<file path="src/rtl/asc_pkg.sv">
// Package with register map, field positions and timing for the ADC sequencer
package asc_pkg;
   localparam int           DATA_W          = 8;
   localparam int           CODE_W          = 10;
   localparam int           NUM_CHAN        = 10;
   localparam int           CHAN_W          = 4;
   localparam int           AVG_COUNT       = 16;
   localparam int           AVG_SHIFT       = 4;
   localparam int           ACC_W           = CODE_W + AVG_SHIFT;
   // Register offsets
   localparam logic [7:0]   OFS_CFG_SIX     = 8'h10;
   localparam logic [7:0]   OFS_EXT_A       = 8'h1F;
   localparam logic [7:0]   OFS_EXT_B       = 8'h76;
   localparam logic [7:0]   OFS_EXT_C       = 8'h77;
   localparam logic [7:0]   OFS_TACH_SEL    = 8'h55;
   localparam logic [7:0]   OFS_CFG_TWO     = 8'h73;
   localparam logic [7:0]   OFS_GLOBAL_ATTENUATOR_BYPASS_CFG    = 8'h7D;
   localparam logic [7:0]   OFS_VAL_CURR    = 8'h1D;
   localparam logic [7:0]   OFS_VAL_TERM    = 8'h1E;
   localparam logic [7:0]   OFS_VAL_V25     = 8'h20;
   localparam logic [7:0]   OFS_VAL_CORE    = 8'h21;
   localparam logic [7:0]   OFS_VAL_SUPPLY  = 8'h22;
   localparam logic [7:0]   OFS_VAL_V5      = 8'h23;
   localparam logic [7:0]   OFS_VAL_V12     = 8'h24;
   // Field positions
   localparam int           BIT_SLOW_CYCLE  = 7;
   localparam int           BIT_AVG_DIS     = 4;
   localparam int           BIT_GLOBAL_BYP  = 5;
   localparam int           BIT_SINGLE      = 6;
   localparam int           SEL_LSB         = 4;
   localparam int           BIT_BYP_V25     = 4;
   localparam int           BIT_BYP_CORE    = 5;
   localparam int           BIT_BYP_V5      = 6;
   localparam int           BIT_BYP_V12     = 7;
   // Reset values
   localparam logic [7:0]   RST_CFG_SIX     = 8'h00;
   localparam logic [7:0]   RST_TACH_SEL    = 8'h00;
   localparam logic [7:0]   RST_CFG_TWO     = 8'h00;
   localparam logic [7:0]   RST_GLOBAL_ATTENUATOR_BYPASS_CFG    = 8'h00;
   // Channel codes, in sequence order
   localparam logic [3:0]   CH_V25          = 4'h0;
   localparam logic [3:0]   CH_CORE         = 4'h1;
   localparam logic [3:0]   CH_SUPPLY       = 4'h2;
   localparam logic [3:0]   CH_V5           = 4'h3;
   localparam logic [3:0]   CH_V12          = 4'h4;
   localparam logic [3:0]   CH_REMOTE1      = 4'h5;
   localparam logic [3:0]   CH_LOCAL        = 4'h6;
   localparam logic [3:0]   CH_REMOTE2      = 4'h7;
   localparam logic [3:0]   CH_TERM         = 4'h8;
   localparam logic [3:0]   CH_CURR         = 4'h9;
   localparam logic [3:0]   CH_LAST         = 4'h9;
   // Timing
   localparam real          CLK_PERIOD_NS   = 10.0;
   localparam real          T_VOLT_MS       = 0.7;
   localparam real          T_REMOTE_MS     = 7.0;
   localparam real          T_LOCAL_MS      = 1.3;
   localparam real          T_CYCLE_MS      = 146.5;
   localparam real          T_SLOW_CYCLE_MS = 240.0;
   localparam int           VOLT_CYC   = int'(T_VOLT_MS * 1.0e6 / CLK_PERIOD_NS);
   localparam int           REMOTE_CYC =
      int'(T_REMOTE_MS * 1.0e6 / CLK_PERIOD_NS);
   localparam int           LOCAL_CYC  = int'(T_LOCAL_MS * 1.0e6 / CLK_PERIOD_NS);
   localparam int           CYCLE_CYC  = int'(T_CYCLE_MS * 1.0e6 / CLK_PERIOD_NS);
   localparam int           SLOW_CYC   =
      int'(T_SLOW_CYCLE_MS * 1.0e6 / CLK_PERIOD_NS);
   localparam int           TMR_W           = 32;
endpackage

</file>
<file path="src/rtl/asc_result_mem.sv">
// Small result memory: one write port, one registered read port
`timescale 1ns/1ps
module asc_result_mem #(
   parameter int WIDTH = 10,
   parameter int DEPTH = 10,
   parameter int AW    = 4
) (
   input  wire logic             clk,
   input  wire logic             rst_n,
   input  wire logic             wr_en,
   input  wire logic [AW-1:0]    wr_addr,
   input  wire logic [WIDTH-1:0] wr_data,
   input  wire logic [AW-1:0]    rd_addr,
   output logic      [WIDTH-1:0] rd_data
);
   logic [WIDTH-1:0] mem_r [DEPTH];
   logic [WIDTH-1:0] rd_data_nxt;

   always_comb begin
      rd_data_nxt = '0;
      if (32'(rd_addr) < DEPTH) begin
         rd_data_nxt = mem_r[rd_addr];
      end
   end

   always_ff @(posedge clk or negedge rst_n) begin
      if (!rst_n) begin
         rd_data <= '0;
         for (int i = 0; i < DEPTH; i++) begin
            mem_r[i] <= '0;
         end
      end else begin
         rd_data <= rd_data_nxt;
         if (wr_en && 32'(wr_addr) < DEPTH) begin
            mem_r[wr_addr] <= wr_data;
         end
      end
   end
endmodule

</file>
<file path="src/rtl/asc_sequencer.sv">
// ADC round-robin sequencer with averaging, locking and attenuator control
`timescale 1ns/1ps
// Behaviour
// - Reading an extended register freezes matching value registers until they are read.
// - With averaging on in round-robin mode, sixteen conversions per channel are averaged and stored.
// - Averaging-disable bit stores single conversions instead.
// - Default round-robin cycle completes in 146.5 ms with averaging off, 323.2 ms with averaging on.
// - Unaveraged conversions take 0.7 ms voltage, 7 ms remote, 1.3 ms local.
// - Slow-cycle bit stretches the round-robin cycle to 240 ms with averaging off.
// - Global bypass bit removes attenuation from all five attenuated inputs.
// - Per-input bypass bits cover 2.5 V, core, 5 V and 12 V inputs.
// - Single-channel bit converts only the selected channel every 0.7 ms.
// - Upper nibble of the tach limit register selects the channel, codes 0-9.
// - Channel select shares storage with the tach minimum high byte.
// - Each conversion yields an unsigned 10-bit code, 0 to 1023.
// - Averaged voltage measurement is sixteen 0.7 ms conversions, about 11 ms.
module asc_sequencer #(
   parameter int VOLT_CYC   = asc_pkg::VOLT_CYC,
   parameter int REMOTE_CYC = asc_pkg::REMOTE_CYC,
   parameter int LOCAL_CYC  = asc_pkg::LOCAL_CYC,
   parameter int CYCLE_CYC  = asc_pkg::CYCLE_CYC,
   parameter int SLOW_CYC   = asc_pkg::SLOW_CYC
) (
   input  wire logic        clk,
   input  wire logic        rst_n,
   input  wire logic [7:0]  reg_addr,
   input  wire logic [7:0]  reg_wdata,
   input  wire logic        reg_wr,
   input  wire logic        reg_rd,
   output logic      [7:0]  reg_rdata,
   input  wire logic [9:0]  adc_code,
   output logic      [3:0]  adc_channel,
   output logic             adc_start,
   output logic      [4:0]  atten_bypass,
   output logic      [7:0]  tach_one_min_high,
   output logic             cycle_start
);
   typedef enum logic {ASC_SINGLE_CHANNEL_MODE, ASC_WAIT} asc_state_e;
   localparam int TW = asc_pkg::TMR_W;
   localparam int AW = asc_pkg::ACC_W;
   localparam int NC = asc_pkg::NUM_CHAN;

   // Register group
   logic [7:0]  cfg_six_r, cfg_six_nxt, tach_sel_r, tach_sel_nxt;
   logic [7:0]  cfg_two_r, cfg_two_nxt, global_attenuator_bypass_cfg_r, global_attenuator_bypass_cfg_nxt;
   logic [7:0]  rd_byte_r, rd_byte_nxt;
   logic        rd_mem_r, rd_mem_nxt;
   logic [NC-1:0] lock_r, lock_nxt;
   logic [1:0]  lsb_r [NC];
   logic [1:0]  lsb_nxt [NC];
   logic [4:0]  byp_r, byp_nxt;
   // Sequencer group
   asc_state_e  st_r, st_nxt;
   logic [3:0]  chan_r, chan_nxt;
   logic [4:0]  rep_r, rep_nxt;
   logic [TW-1:0] tmr_r, tmr_nxt, cyc_r, cyc_nxt;
   logic [AW-1:0] acc_r, acc_nxt;
   logic        start_r, start_nxt, cstart_r, cstart_nxt;
   logic        single_q_r, single_q_nxt;
   // Memory ports
   logic        mem_we;
   logic [3:0]  mem_raddr;
   logic [9:0]  mem_wdata, mem_q;
   logic        val_hit;
   logic [3:0]  val_chan;
   logic        single, avg_dis, slow;
   logic [4:0]  rep_last;
   logic [AW-1:0] acc_sum;
   logic [9:0]  result;
   logic [TW-1:0] cyc_target;

   function automatic logic [TW-1:0] single_channel_mode_len(input logic [3:0] ch);
      logic [TW-1:0] n;
      n = TW'(VOLT_CYC);
      if (ch == asc_pkg::CH_REMOTE1 || ch == asc_pkg::CH_REMOTE2) begin
         n = TW'(REMOTE_CYC);
      end else if (ch == asc_pkg::CH_LOCAL) begin
         n = TW'(LOCAL_CYC);
      end
      return n;
   endfunction

   assign single  = cfg_two_r[asc_pkg::BIT_SINGLE];
   assign avg_dis = cfg_two_r[asc_pkg::BIT_AVG_DIS];
   assign slow    = cfg_six_r[asc_pkg::BIT_SLOW_CYCLE];

   // Value register address to channel index
   always_comb begin
      val_hit  = 1'b1;
      val_chan = asc_pkg::CH_V25;
      case (reg_addr)
         asc_pkg::OFS_VAL_V25:    val_chan = asc_pkg::CH_V25;
         asc_pkg::OFS_VAL_CORE:   val_chan = asc_pkg::CH_CORE;
         asc_pkg::OFS_VAL_SUPPLY: val_chan = asc_pkg::CH_SUPPLY;
         asc_pkg::OFS_VAL_V5:     val_chan = asc_pkg::CH_V5;
         asc_pkg::OFS_VAL_V12:    val_chan = asc_pkg::CH_V12;
         asc_pkg::OFS_VAL_TERM:   val_chan = asc_pkg::CH_TERM;
         asc_pkg::OFS_VAL_CURR:   val_chan = asc_pkg::CH_CURR;
         default:                 val_hit  = 1'b0;
      endcase
   end
   assign mem_raddr = val_chan;

   // Sequencer next state
   always_comb begin
      st_nxt       = st_r;
      chan_nxt     = chan_r;
      rep_nxt      = rep_r;
      tmr_nxt      = tmr_r;
      acc_nxt      = acc_r;
      start_nxt    = 1'b0;
      cstart_nxt   = 1'b0;
      single_q_nxt = single;
      mem_we       = 1'b0;
      rep_last     = (avg_dis || single) ? 5'h00 :
                     5'(asc_pkg::AVG_COUNT - 1);
      acc_sum      = acc_r + AW'(adc_code);
      result       = (rep_last == 5'h00) ? acc_sum[9:0] :
                     acc_sum[AW-1:asc_pkg::AVG_SHIFT];
      mem_wdata    = result;
      cyc_target   = slow ? TW'(SLOW_CYC) : TW'(CYCLE_CYC);
      cyc_nxt      = (cyc_r == {TW{1'b1}}) ? cyc_r : cyc_r + 1'b1;
      if (single != single_q_r) begin
         // Mode change restarts the sequence
         st_nxt     = ASC_SINGLE_CHANNEL_MODE;
         chan_nxt   = single ? tach_sel_r[7:asc_pkg::SEL_LSB] :
                      asc_pkg::CH_V25;
         rep_nxt    = '0;
         acc_nxt    = '0;
         tmr_nxt    = single ? TW'(VOLT_CYC) : single_channel_mode_len(asc_pkg::CH_V25);
         cyc_nxt    = '0;
         start_nxt  = 1'b1;
         cstart_nxt = !single;
      end else begin
         case (st_r)
            ASC_SINGLE_CHANNEL_MODE: begin
               tmr_nxt = tmr_r - 1'b1;
               if (tmr_r <= TW'(1)) begin
                  acc_nxt = acc_sum;
                  if (rep_r >= rep_last) begin
                     mem_we  = (chan_r <= asc_pkg::CH_LAST) &&
                               !lock_r[chan_r];
                     acc_nxt = '0;
                     rep_nxt = '0;
                     if (single) begin
                        chan_nxt  = tach_sel_r[7:asc_pkg::SEL_LSB];
                        tmr_nxt   = TW'(VOLT_CYC);
                        start_nxt = 1'b1;
                     end else if (chan_r >= asc_pkg::CH_LAST) begin
                        st_nxt = ASC_WAIT;
                     end else begin
                        chan_nxt  = chan_r + 1'b1;
                        tmr_nxt   = single_channel_mode_len(chan_r + 1'b1);
                        start_nxt = 1'b1;
                     end
                  end else begin
                     rep_nxt   = rep_r + 1'b1;
                     tmr_nxt   = single_channel_mode_len(chan_r);
                     start_nxt = 1'b1;
                  end
               end
            end
            ASC_WAIT: begin
               if (cyc_r + TW'(1) >= cyc_target) begin
                  st_nxt     = ASC_SINGLE_CHANNEL_MODE;
                  chan_nxt   = asc_pkg::CH_V25;
                  tmr_nxt    = single_channel_mode_len(asc_pkg::CH_V25);
                  cyc_nxt    = '0;
                  start_nxt  = 1'b1;
                  cstart_nxt = 1'b1;
               end
            end
            default: st_nxt = ASC_SINGLE_CHANNEL_MODE;
         endcase
      end
   end

   always_ff @(posedge clk or negedge rst_n) begin
      if (!rst_n) begin
         st_r       <= ASC_SINGLE_CHANNEL_MODE;
         chan_r     <= asc_pkg::CH_V25;
         rep_r      <= '0;
         tmr_r      <= TW'(VOLT_CYC);
         cyc_r      <= '0;
         acc_r      <= '0;
         start_r    <= 1'b0;
         cstart_r   <= 1'b0;
         single_q_r <= 1'b0;
      end else begin
         st_r       <= st_nxt;
         chan_r     <= chan_nxt;
         rep_r      <= rep_nxt;
         tmr_r      <= tmr_nxt;
         cyc_r      <= cyc_nxt;
         acc_r      <= acc_nxt;
         start_r    <= start_nxt;
         cstart_r   <= cstart_nxt;
         single_q_r <= single_q_nxt;
      end
   end

   // Register file next state
   always_comb begin
      cfg_six_nxt  = cfg_six_r;
      tach_sel_nxt = tach_sel_r;
      cfg_two_nxt  = cfg_two_r;
      global_attenuator_bypass_cfg_nxt = global_attenuator_bypass_cfg_r;
      lock_nxt     = lock_r;
      lsb_nxt      = lsb_r;
      rd_byte_nxt  = rd_mem_r ? mem_q[9:2] : rd_byte_r;
      rd_mem_nxt   = 1'b0;
      if (mem_we) begin
         lsb_nxt[chan_r] = result[1:0];
      end
      if (reg_wr) begin
         case (reg_addr)
            asc_pkg::OFS_CFG_SIX:  cfg_six_nxt  = reg_wdata;
            asc_pkg::OFS_TACH_SEL: tach_sel_nxt = reg_wdata;
            asc_pkg::OFS_CFG_TWO:  cfg_two_nxt  = reg_wdata;
            asc_pkg::OFS_GLOBAL_ATTENUATOR_BYPASS_CFG: global_attenuator_bypass_cfg_nxt = reg_wdata;
            default: ;
         endcase
      end
      if (reg_rd) begin
         rd_mem_nxt  = val_hit;
         rd_byte_nxt = 8'h00;
         if (val_hit) begin
            lock_nxt[val_chan] = 1'b0;
         end
         case (reg_addr)
            asc_pkg::OFS_CFG_SIX:  rd_byte_nxt = cfg_six_r;
            asc_pkg::OFS_TACH_SEL: rd_byte_nxt = tach_sel_r;
            asc_pkg::OFS_CFG_TWO:  rd_byte_nxt = cfg_two_r;
            asc_pkg::OFS_GLOBAL_ATTENUATOR_BYPASS_CFG: rd_byte_nxt = global_attenuator_bypass_cfg_r;
            asc_pkg::OFS_EXT_A: begin
               rd_byte_nxt = {4'h0, lsb_r[asc_pkg::CH_CURR],
                              lsb_r[asc_pkg::CH_TERM]};
               lock_nxt[asc_pkg::CH_TERM] = 1'b1;
               lock_nxt[asc_pkg::CH_CURR] = 1'b1;
            end
            asc_pkg::OFS_EXT_B: begin
               rd_byte_nxt = {lsb_r[asc_pkg::CH_V5], lsb_r[asc_pkg::CH_SUPPLY],
                              lsb_r[asc_pkg::CH_CORE], lsb_r[asc_pkg::CH_V25]};
               lock_nxt[asc_pkg::CH_V25]    = 1'b1;
               lock_nxt[asc_pkg::CH_CORE]   = 1'b1;
               lock_nxt[asc_pkg::CH_SUPPLY] = 1'b1;
               lock_nxt[asc_pkg::CH_V5]     = 1'b1;
            end
            asc_pkg::OFS_EXT_C: begin
               rd_byte_nxt = {6'h00, lsb_r[asc_pkg::CH_V12]};
               lock_nxt[asc_pkg::CH_V12] = 1'b1;
            end
            default: ;
         endcase
      end
      // Global bypass covers 2.5 V, core, supply, 5 V, 12 V
      byp_nxt = {5{cfg_two_r[asc_pkg::BIT_GLOBAL_BYP]}};
      byp_nxt[0] = byp_nxt[0] | global_attenuator_bypass_cfg_r[asc_pkg::BIT_BYP_V25];
      byp_nxt[1] = byp_nxt[1] | global_attenuator_bypass_cfg_r[asc_pkg::BIT_BYP_CORE];
      byp_nxt[3] = byp_nxt[3] | global_attenuator_bypass_cfg_r[asc_pkg::BIT_BYP_V5];
      byp_nxt[4] = byp_nxt[4] | global_attenuator_bypass_cfg_r[asc_pkg::BIT_BYP_V12];
   end

   always_ff @(posedge clk or negedge rst_n) begin
      if (!rst_n) begin
         cfg_six_r  <= asc_pkg::RST_CFG_SIX;
         tach_sel_r <= asc_pkg::RST_TACH_SEL;
         cfg_two_r  <= asc_pkg::RST_CFG_TWO;
         global_attenuator_bypass_cfg_r <= asc_pkg::RST_GLOBAL_ATTENUATOR_BYPASS_CFG;
         lock_r     <= '0;
         rd_byte_r  <= 8'h00;
         rd_mem_r   <= 1'b0;
         byp_r      <= 5'h00;
         for (int i = 0; i < NC; i++) begin
            lsb_r[i] <= 2'h0;
         end
      end else begin
         cfg_six_r  <= cfg_six_nxt;
         tach_sel_r <= tach_sel_nxt;
         cfg_two_r  <= cfg_two_nxt;
         global_attenuator_bypass_cfg_r <= global_attenuator_bypass_cfg_nxt;
         lock_r     <= lock_nxt;
         rd_byte_r  <= rd_byte_nxt;
         rd_mem_r   <= rd_mem_nxt;
         byp_r      <= byp_nxt;
         lsb_r      <= lsb_nxt;
      end
   end

   asc_result_mem #(
      .WIDTH (asc_pkg::CODE_W),
      .DEPTH (NC),
      .AW    (asc_pkg::CHAN_W)
   ) u_mem (
      .clk     (clk),
      .rst_n   (rst_n),
      .wr_en   (mem_we),
      .wr_addr (chan_r),
      .wr_data (mem_wdata),
      .rd_addr (mem_raddr),
      .rd_data (mem_q)
   );

   // Value registers return the upper eight bits of the 10-bit code
   assign reg_rdata         = rd_mem_r ? mem_q[9:2] : rd_byte_r;
   assign adc_channel       = chan_r;
   assign adc_start         = start_r;
   assign cycle_start       = cstart_r;
   assign atten_bypass      = byp_r;
   assign tach_one_min_high = tach_sel_r;
endmodule

</file>
<file path="config.mk">
export PLATFORM = sky130hd
export DESIGN_NAME = asc_sequencer
export DESIGN_NICKNAME = d
export VERILOG_FILES = /design/src/rtl/asc_pkg.sv /design/src/rtl/asc_result_mem.sv /design/src/rtl/asc_sequencer.sv
export SDC_FILE = /design/constraint.sdc
export NUM_CORES = 1
export LEC_CHECK = 0
export ABC_AREA = 1
export BUFFER_PORTS_ARGS = -buffer_cell sky130_fd_sc_hd__buf_2
export CAP_MARGIN = 0
export CORE_ASPECT_RATIO = 1.2
export CORE_UTILIZATION = 63
export CTS_CLUSTER_DIAMETER = 200
export DETAILED_ROUTE_END_ITERATION = 10
export PLACE_DENSITY = 0.78
export SLEW_MARGIN = 25
export SYNTH_ARGS = -nofsm -noshare
export SYNTH_HDL_FRONTEND = slang
export SYNTH_HIERARCHICAL = 1
export SYNTH_SLANG_ARGS = --single-unit
export TNS_END_PERCENT = 30
</file>
<file path="constraint.sdc">
create_clock -name clk -period 3.6 [get_ports clk]
set_clock_uncertainty 0.15 [all_clocks]
set_input_delay 0.18 -clock clk [delete_from_list [all_inputs] [get_ports clk]]
set_output_delay 0.18 -clock clk [all_outputs]
set_load 0.05 [all_outputs]
</file>
# Word-level counts from Yosys, hierarchy flattened
# Index checks and enable logic that the tools add are counted.
# classes
n_eq_ne,27
bitwise,9
n_reduce_logical,25
n_addsub,5
order_cmp,13
muxes,78
# ops
operator,count
$mux W32,10
$bwmux W100,1
$pmux W32 S2,1
$mux W10,6
$mux W14,4
$pmux W8 S7,1
$bmux W10 S4,1
$demux W10 S4,1
$eq A8 B6 Y1 const B,5
$eq A8 B7 Y1 const B,5
$mux W20,2
$mux W4,9
$add A32 B1 Y32 const B,1
$eq A32 B32 Y1 const B,1
$eq A8 B5 Y1 const B,4
$ge A32 B25 Y1,1
$le A32 B1 Y1 const B,1
$mux W16,2
$sub A32 B1 Y32 const B,1
$mux W25,1
$eq A4 B3 Y1 const B,6
$pmux W4 S6,1
$mux W1,23
$bwmux W20,1
other kinds (37),68
# word_totals
inputBits,30
wordCells,198
reg_bits,277

# Depth between registers and ports, before layout
# depth
ltp_word,10
mapped_depth,20

# Cells and area by module
# The synthesis kept the hierarchy.
# modules_own_cells
mod,cells_per_inst,instances,area_each_um2,seq_area_each_um2
asc_sequencer,1352,1,9922.0,4036.4
asc_result_mem,633,1,5068.6,2752.6

# Least setup slack after synthesis
# No wires, ideal clock.
# synth_path
kind,register to register
from,register cfg_two_r[6]
to,register u_mem/mem_r[21] (netlist name)
t_required_ns,3.367
path_slack_ns,0.505
synth_period_minus_slack_ns,3.095
arrival_time_ns,2.862
stages_incl_launch_ff,17
path_cell_list,dfrtp_1 -> clkbuf_1 -> nor2_1 -> clkinv_1 -> ha_1 -> nand2_1 -> or3_1 -> nand3_1 -> nand2_1 -> nor2_1 -> inv_1 -> nor2_1 -> nand2_1 -> nor3_2 -> buf_2 -> nand2_1 -> o21ai_0
# synth_via
elab_chain_cells,8
# synth_rtl
element,line,text
"start, declared",asc_sequencer.sv:45,"logic [7:0] cfg_two_r, cfg_two_nxt, global_attenuator_bypass_cfg_r, global_attenuator_bypass_cfg_nxt;"
"start signal, assigned",asc_sequencer.sv:268,cfg_two_r <= asc_pkg::RST_CFG_TWO;
"start signal, assigned",asc_sequencer.sv:280,cfg_two_r <= cfg_two_nxt;
$logic_or A1 B1 Y1,asc_sequencer.sv:115,rep_last = (avg_dis || single) ? 5'h00 :
$mux W4,asc_sequencer.sv:115,
$ge A5 B4 Y1,asc_sequencer.sv:140,if (rep_r >= rep_last) begin
$mux W1,asc_sequencer.sv:140,
$mux W1,asc_sequencer.sv:138,if (tmr_r <= TW'(1)) begin
$mux W1,asc_sequencer.sv:135,case (st_r)
$mux W1 *,asc_sequencer.sv:123,if (single != single_q_r) begin
named net mem_we,asc_sequencer.sv:61,logic mem_we;
$logic_and A1 B1 Y1 *,asc_result_mem.sv:34,if (wr_en && 32'(wr_addr) < DEPTH) begin
"end signal, assigned by index",asc_result_mem.sv:35,mem_r[wr_addr] <= wr_data;
"end, declared",asc_result_mem.sv:16,logic [WIDTH-1:0] mem_r [DEPTH];
# The timed path passes the listed nets; every way through them passes the cells marked *.
# A chain may end at the register's enable or synchronous reset.

# Worst setup path after layout
# layout_path
from,register acc_r[0]
to,register u_mem/mem_r[16] (netlist name)
# layout_via
elab_chain_cells,3
# layout_rtl
element,line,text
"start, declared",asc_sequencer.sv:57,"logic [AW-1:0] acc_r, acc_nxt;"
"start signal, assigned",asc_sequencer.sv:195,acc_r <= acc_nxt;
$add A14 B10 Y14,asc_sequencer.sv:117,acc_sum = acc_r + AW'(adc_code);
$mux W10,asc_sequencer.sv:118,result = (rep_last == 5'h00) ? acc_sum[9:0] :
named net mem_wdata[6],asc_sequencer.sv:63,"logic [9:0] mem_wdata, mem_q;"
$bwmux W100,asc_result_mem.sv:35,
# The timed path passes the listed nets, and every way through them passes these cells.

==> results.toml <==
[synth]
synth_cells = 1872
syn_nets = 1940
synth_area_um2 = 14100
yosys_warnings = 6
avgSynthCellArea_um2 = 7.51

[worst_setup_path]
crit_required_ns = 3.92
worstSetupPathType = "reg -> reg"
cp_max_fo = 6
endpoint_kind = "flop"
worstSetupStartpointType = "flop"
r2r_slack_ns = 0.28
crit_arrival_ns = 3.63
r2r_cells = 13

[grt]
grt_max_degree = 90
track_usage_pct = 31.1
grtUsageMet3_pct = 4.25
grt_pass1_vias = 12400
antenna_found_initial = 0
use_met1_pct = 37.7
grt_pass1_wl_mm = 58.4
gr-max-usage-layer = "met2"
grt-ovfl-total = 0
use_met2_pct = 55.0

[clock_tree]
root_buffer = "clkbuf_16"
post-cts-setup-buffers = 0
worstSkewPairLatency_ns = 0.56
clkSinkCount = 249
h-tree-depth = 1
clkTransAtPathRegs_ns = 0.06
cts_buffers = 27
cts_max_path_buffers = 3
tritoncts = "built"

[timing]
worst_slack_ns = 0.283
fin_crit_sh_pct = 92.2
timing.final.crit_period_ns = 3.32
timing.hold.ws_ns = -0.0209
setup_viol = 0
slew_headroom_pct = 39.9
finalMaxSlewViolations = 0
timing.fmax_mhz = 301
tns_ns = 0
hold_viol = 4
rsz0062_at_grt = "no"
worst_pin_slew_ns = 0.896

[die]
rows = 59
start_util_pct = 64.5
die_w_um = 138
die_y_um = 166
dieArea_um2 = 22900
core-area_um2 = 21800
io_pins = 57

[place]
portBuffers = 56
pre_cts_ws_ns = 0.218
place_hpwl_mm = 24.9
dp_cells = 2166
gp_congestion = 0.950
placed_area_um2 = 14600

[route]
drc = 6
drtAntennaViolNets = 0
routedWlPerCell_um = 15.9
route.vias.total = 12600
vias_per_cell = 5.65
first_pass_iters = 8
drtIter0Drc = 878
routed_wirelength_mm = 35.3

[finish]
final_util_pct = 71.9
finalInstanceArea_um2 = 15700
instances_no_fill = 2227
diodes = 0
final_nets = 2007
layout-drive-gt1-share_pct = 9.27
syn_to_final_growth_pct = 11.4

[run]
max_cap_violations = 0

[pwr]
power_mw = 7.46
p_leak_nw = 7.95
peakVddDrop_mv = 0.441
powerDensity_nw_per_um2 = 476

[worst_hold_path]
hold_depth = 5
min_path_type = "in -> reg"

[status]
violations = "DRC, hold timing"
status = "finished with violations"
==> worst max-delay path, cell delays in order, from the launching register on <==
cell	delay, ns
dfrtp_1	0.39
ha_1	0.22
fa_1	0.41
nand3_1	0.11
nand2_1	0.09
nand2_1	0.11
nand2_1	0.07
a21oi_1	0.21
o21ai_0	0.17
a21oi_1	0.18
xor2_1	0.10
o21ai_0	0.58
inv_1	0.26
o21ai_1	0.20
==> layer usage <==
metal	vias up	share of wire, %
met4	0	3.9
li1	6135	-
met3	104	5.5
met5	-	0
met1	5937	41
met2	413	50
==> timing repair <==
item | CTS | global route
endpoints found under the setup margin | 0 | 74
hold endpoints to repair | 126 | 0
resized for setup | 0 | 4
hold buffers | 18 | 0
==> flip-flops by register name (all words and copies together), names as in the netlist, 10 cells and up <==
name         flops
u_mem/mem_r     80
cyc_r           32
tmr_r           32
acc_r           14
lsb_r           14
lock_r          10
==> power by group <==
| part | leakage (nW) | switching [mW] | internal (mW) | total, mW |
|---|---|---|---|---|
| Combinational | 4.60 | 1.11 | 0.474 | 1.59 |
| Sequential | 2.91 | 0.144 | 2.97 | 3.12 |
| Clock | 0.434 | 1.12 | 1.63 | 2.75 |
==> cell usage in the layout (no fill, tap or decap), drive strengths merged, types with 3 or more instances in the layout <==
master	count
xnor2	10
inv	238
o211ai	10
a21oi	57
clkbuf	36
a221oi	4
clkinv	5
nand4	16
mux2	8
a31oi	3
o21a	3
ha	37
nor3	23
nand2	517
a211oi	6
dfstp	6
nand3b	5
dfrtp	243
or2	4
buf	87
xor2	48
o21ai	187
o22ai	28
dlygate4sd3	18
nand3	124
a22o	5
nor2	206
==> area by class of cell <==
cell class	instances	area [um^2]
Multi-Input combinational cell	1318	6580
Sequential cell	249	6240
Fill cell	1743	6120
Inverter	238	893
Clock buffer	36	769
Timing Repair Buffer	105	728
Tap cell	274	343
Clock inverter	7	104
==> worst paths after layout <==
path / startpoint / end
worst max-delay path: acc_r[0]$_DFFE_PN0P_ / u_mem/mem_r[16]$_DFFE_PN0P_
worst min-delay path: reg_wr / tach_one_min_high[4]$_DFFE_PN0P_
worst max register to register: acc_r[0]$_DFFE_PN0P_ / u_mem/mem_r[16]$_DFFE_PN0P_
worst min register to register: lock_r[6]$_DFFE_PN0P_ / lock_r[6]$_DFFE_PN0P_
max in group asynchronous: rst_n / u_mem/mem_r[72]$_DFFE_PN0P_
min in group asynchronous: rst_n / u_mem/mem_r[22]$_DFFE_PN0P_
(Power assumes the default switching activity.)
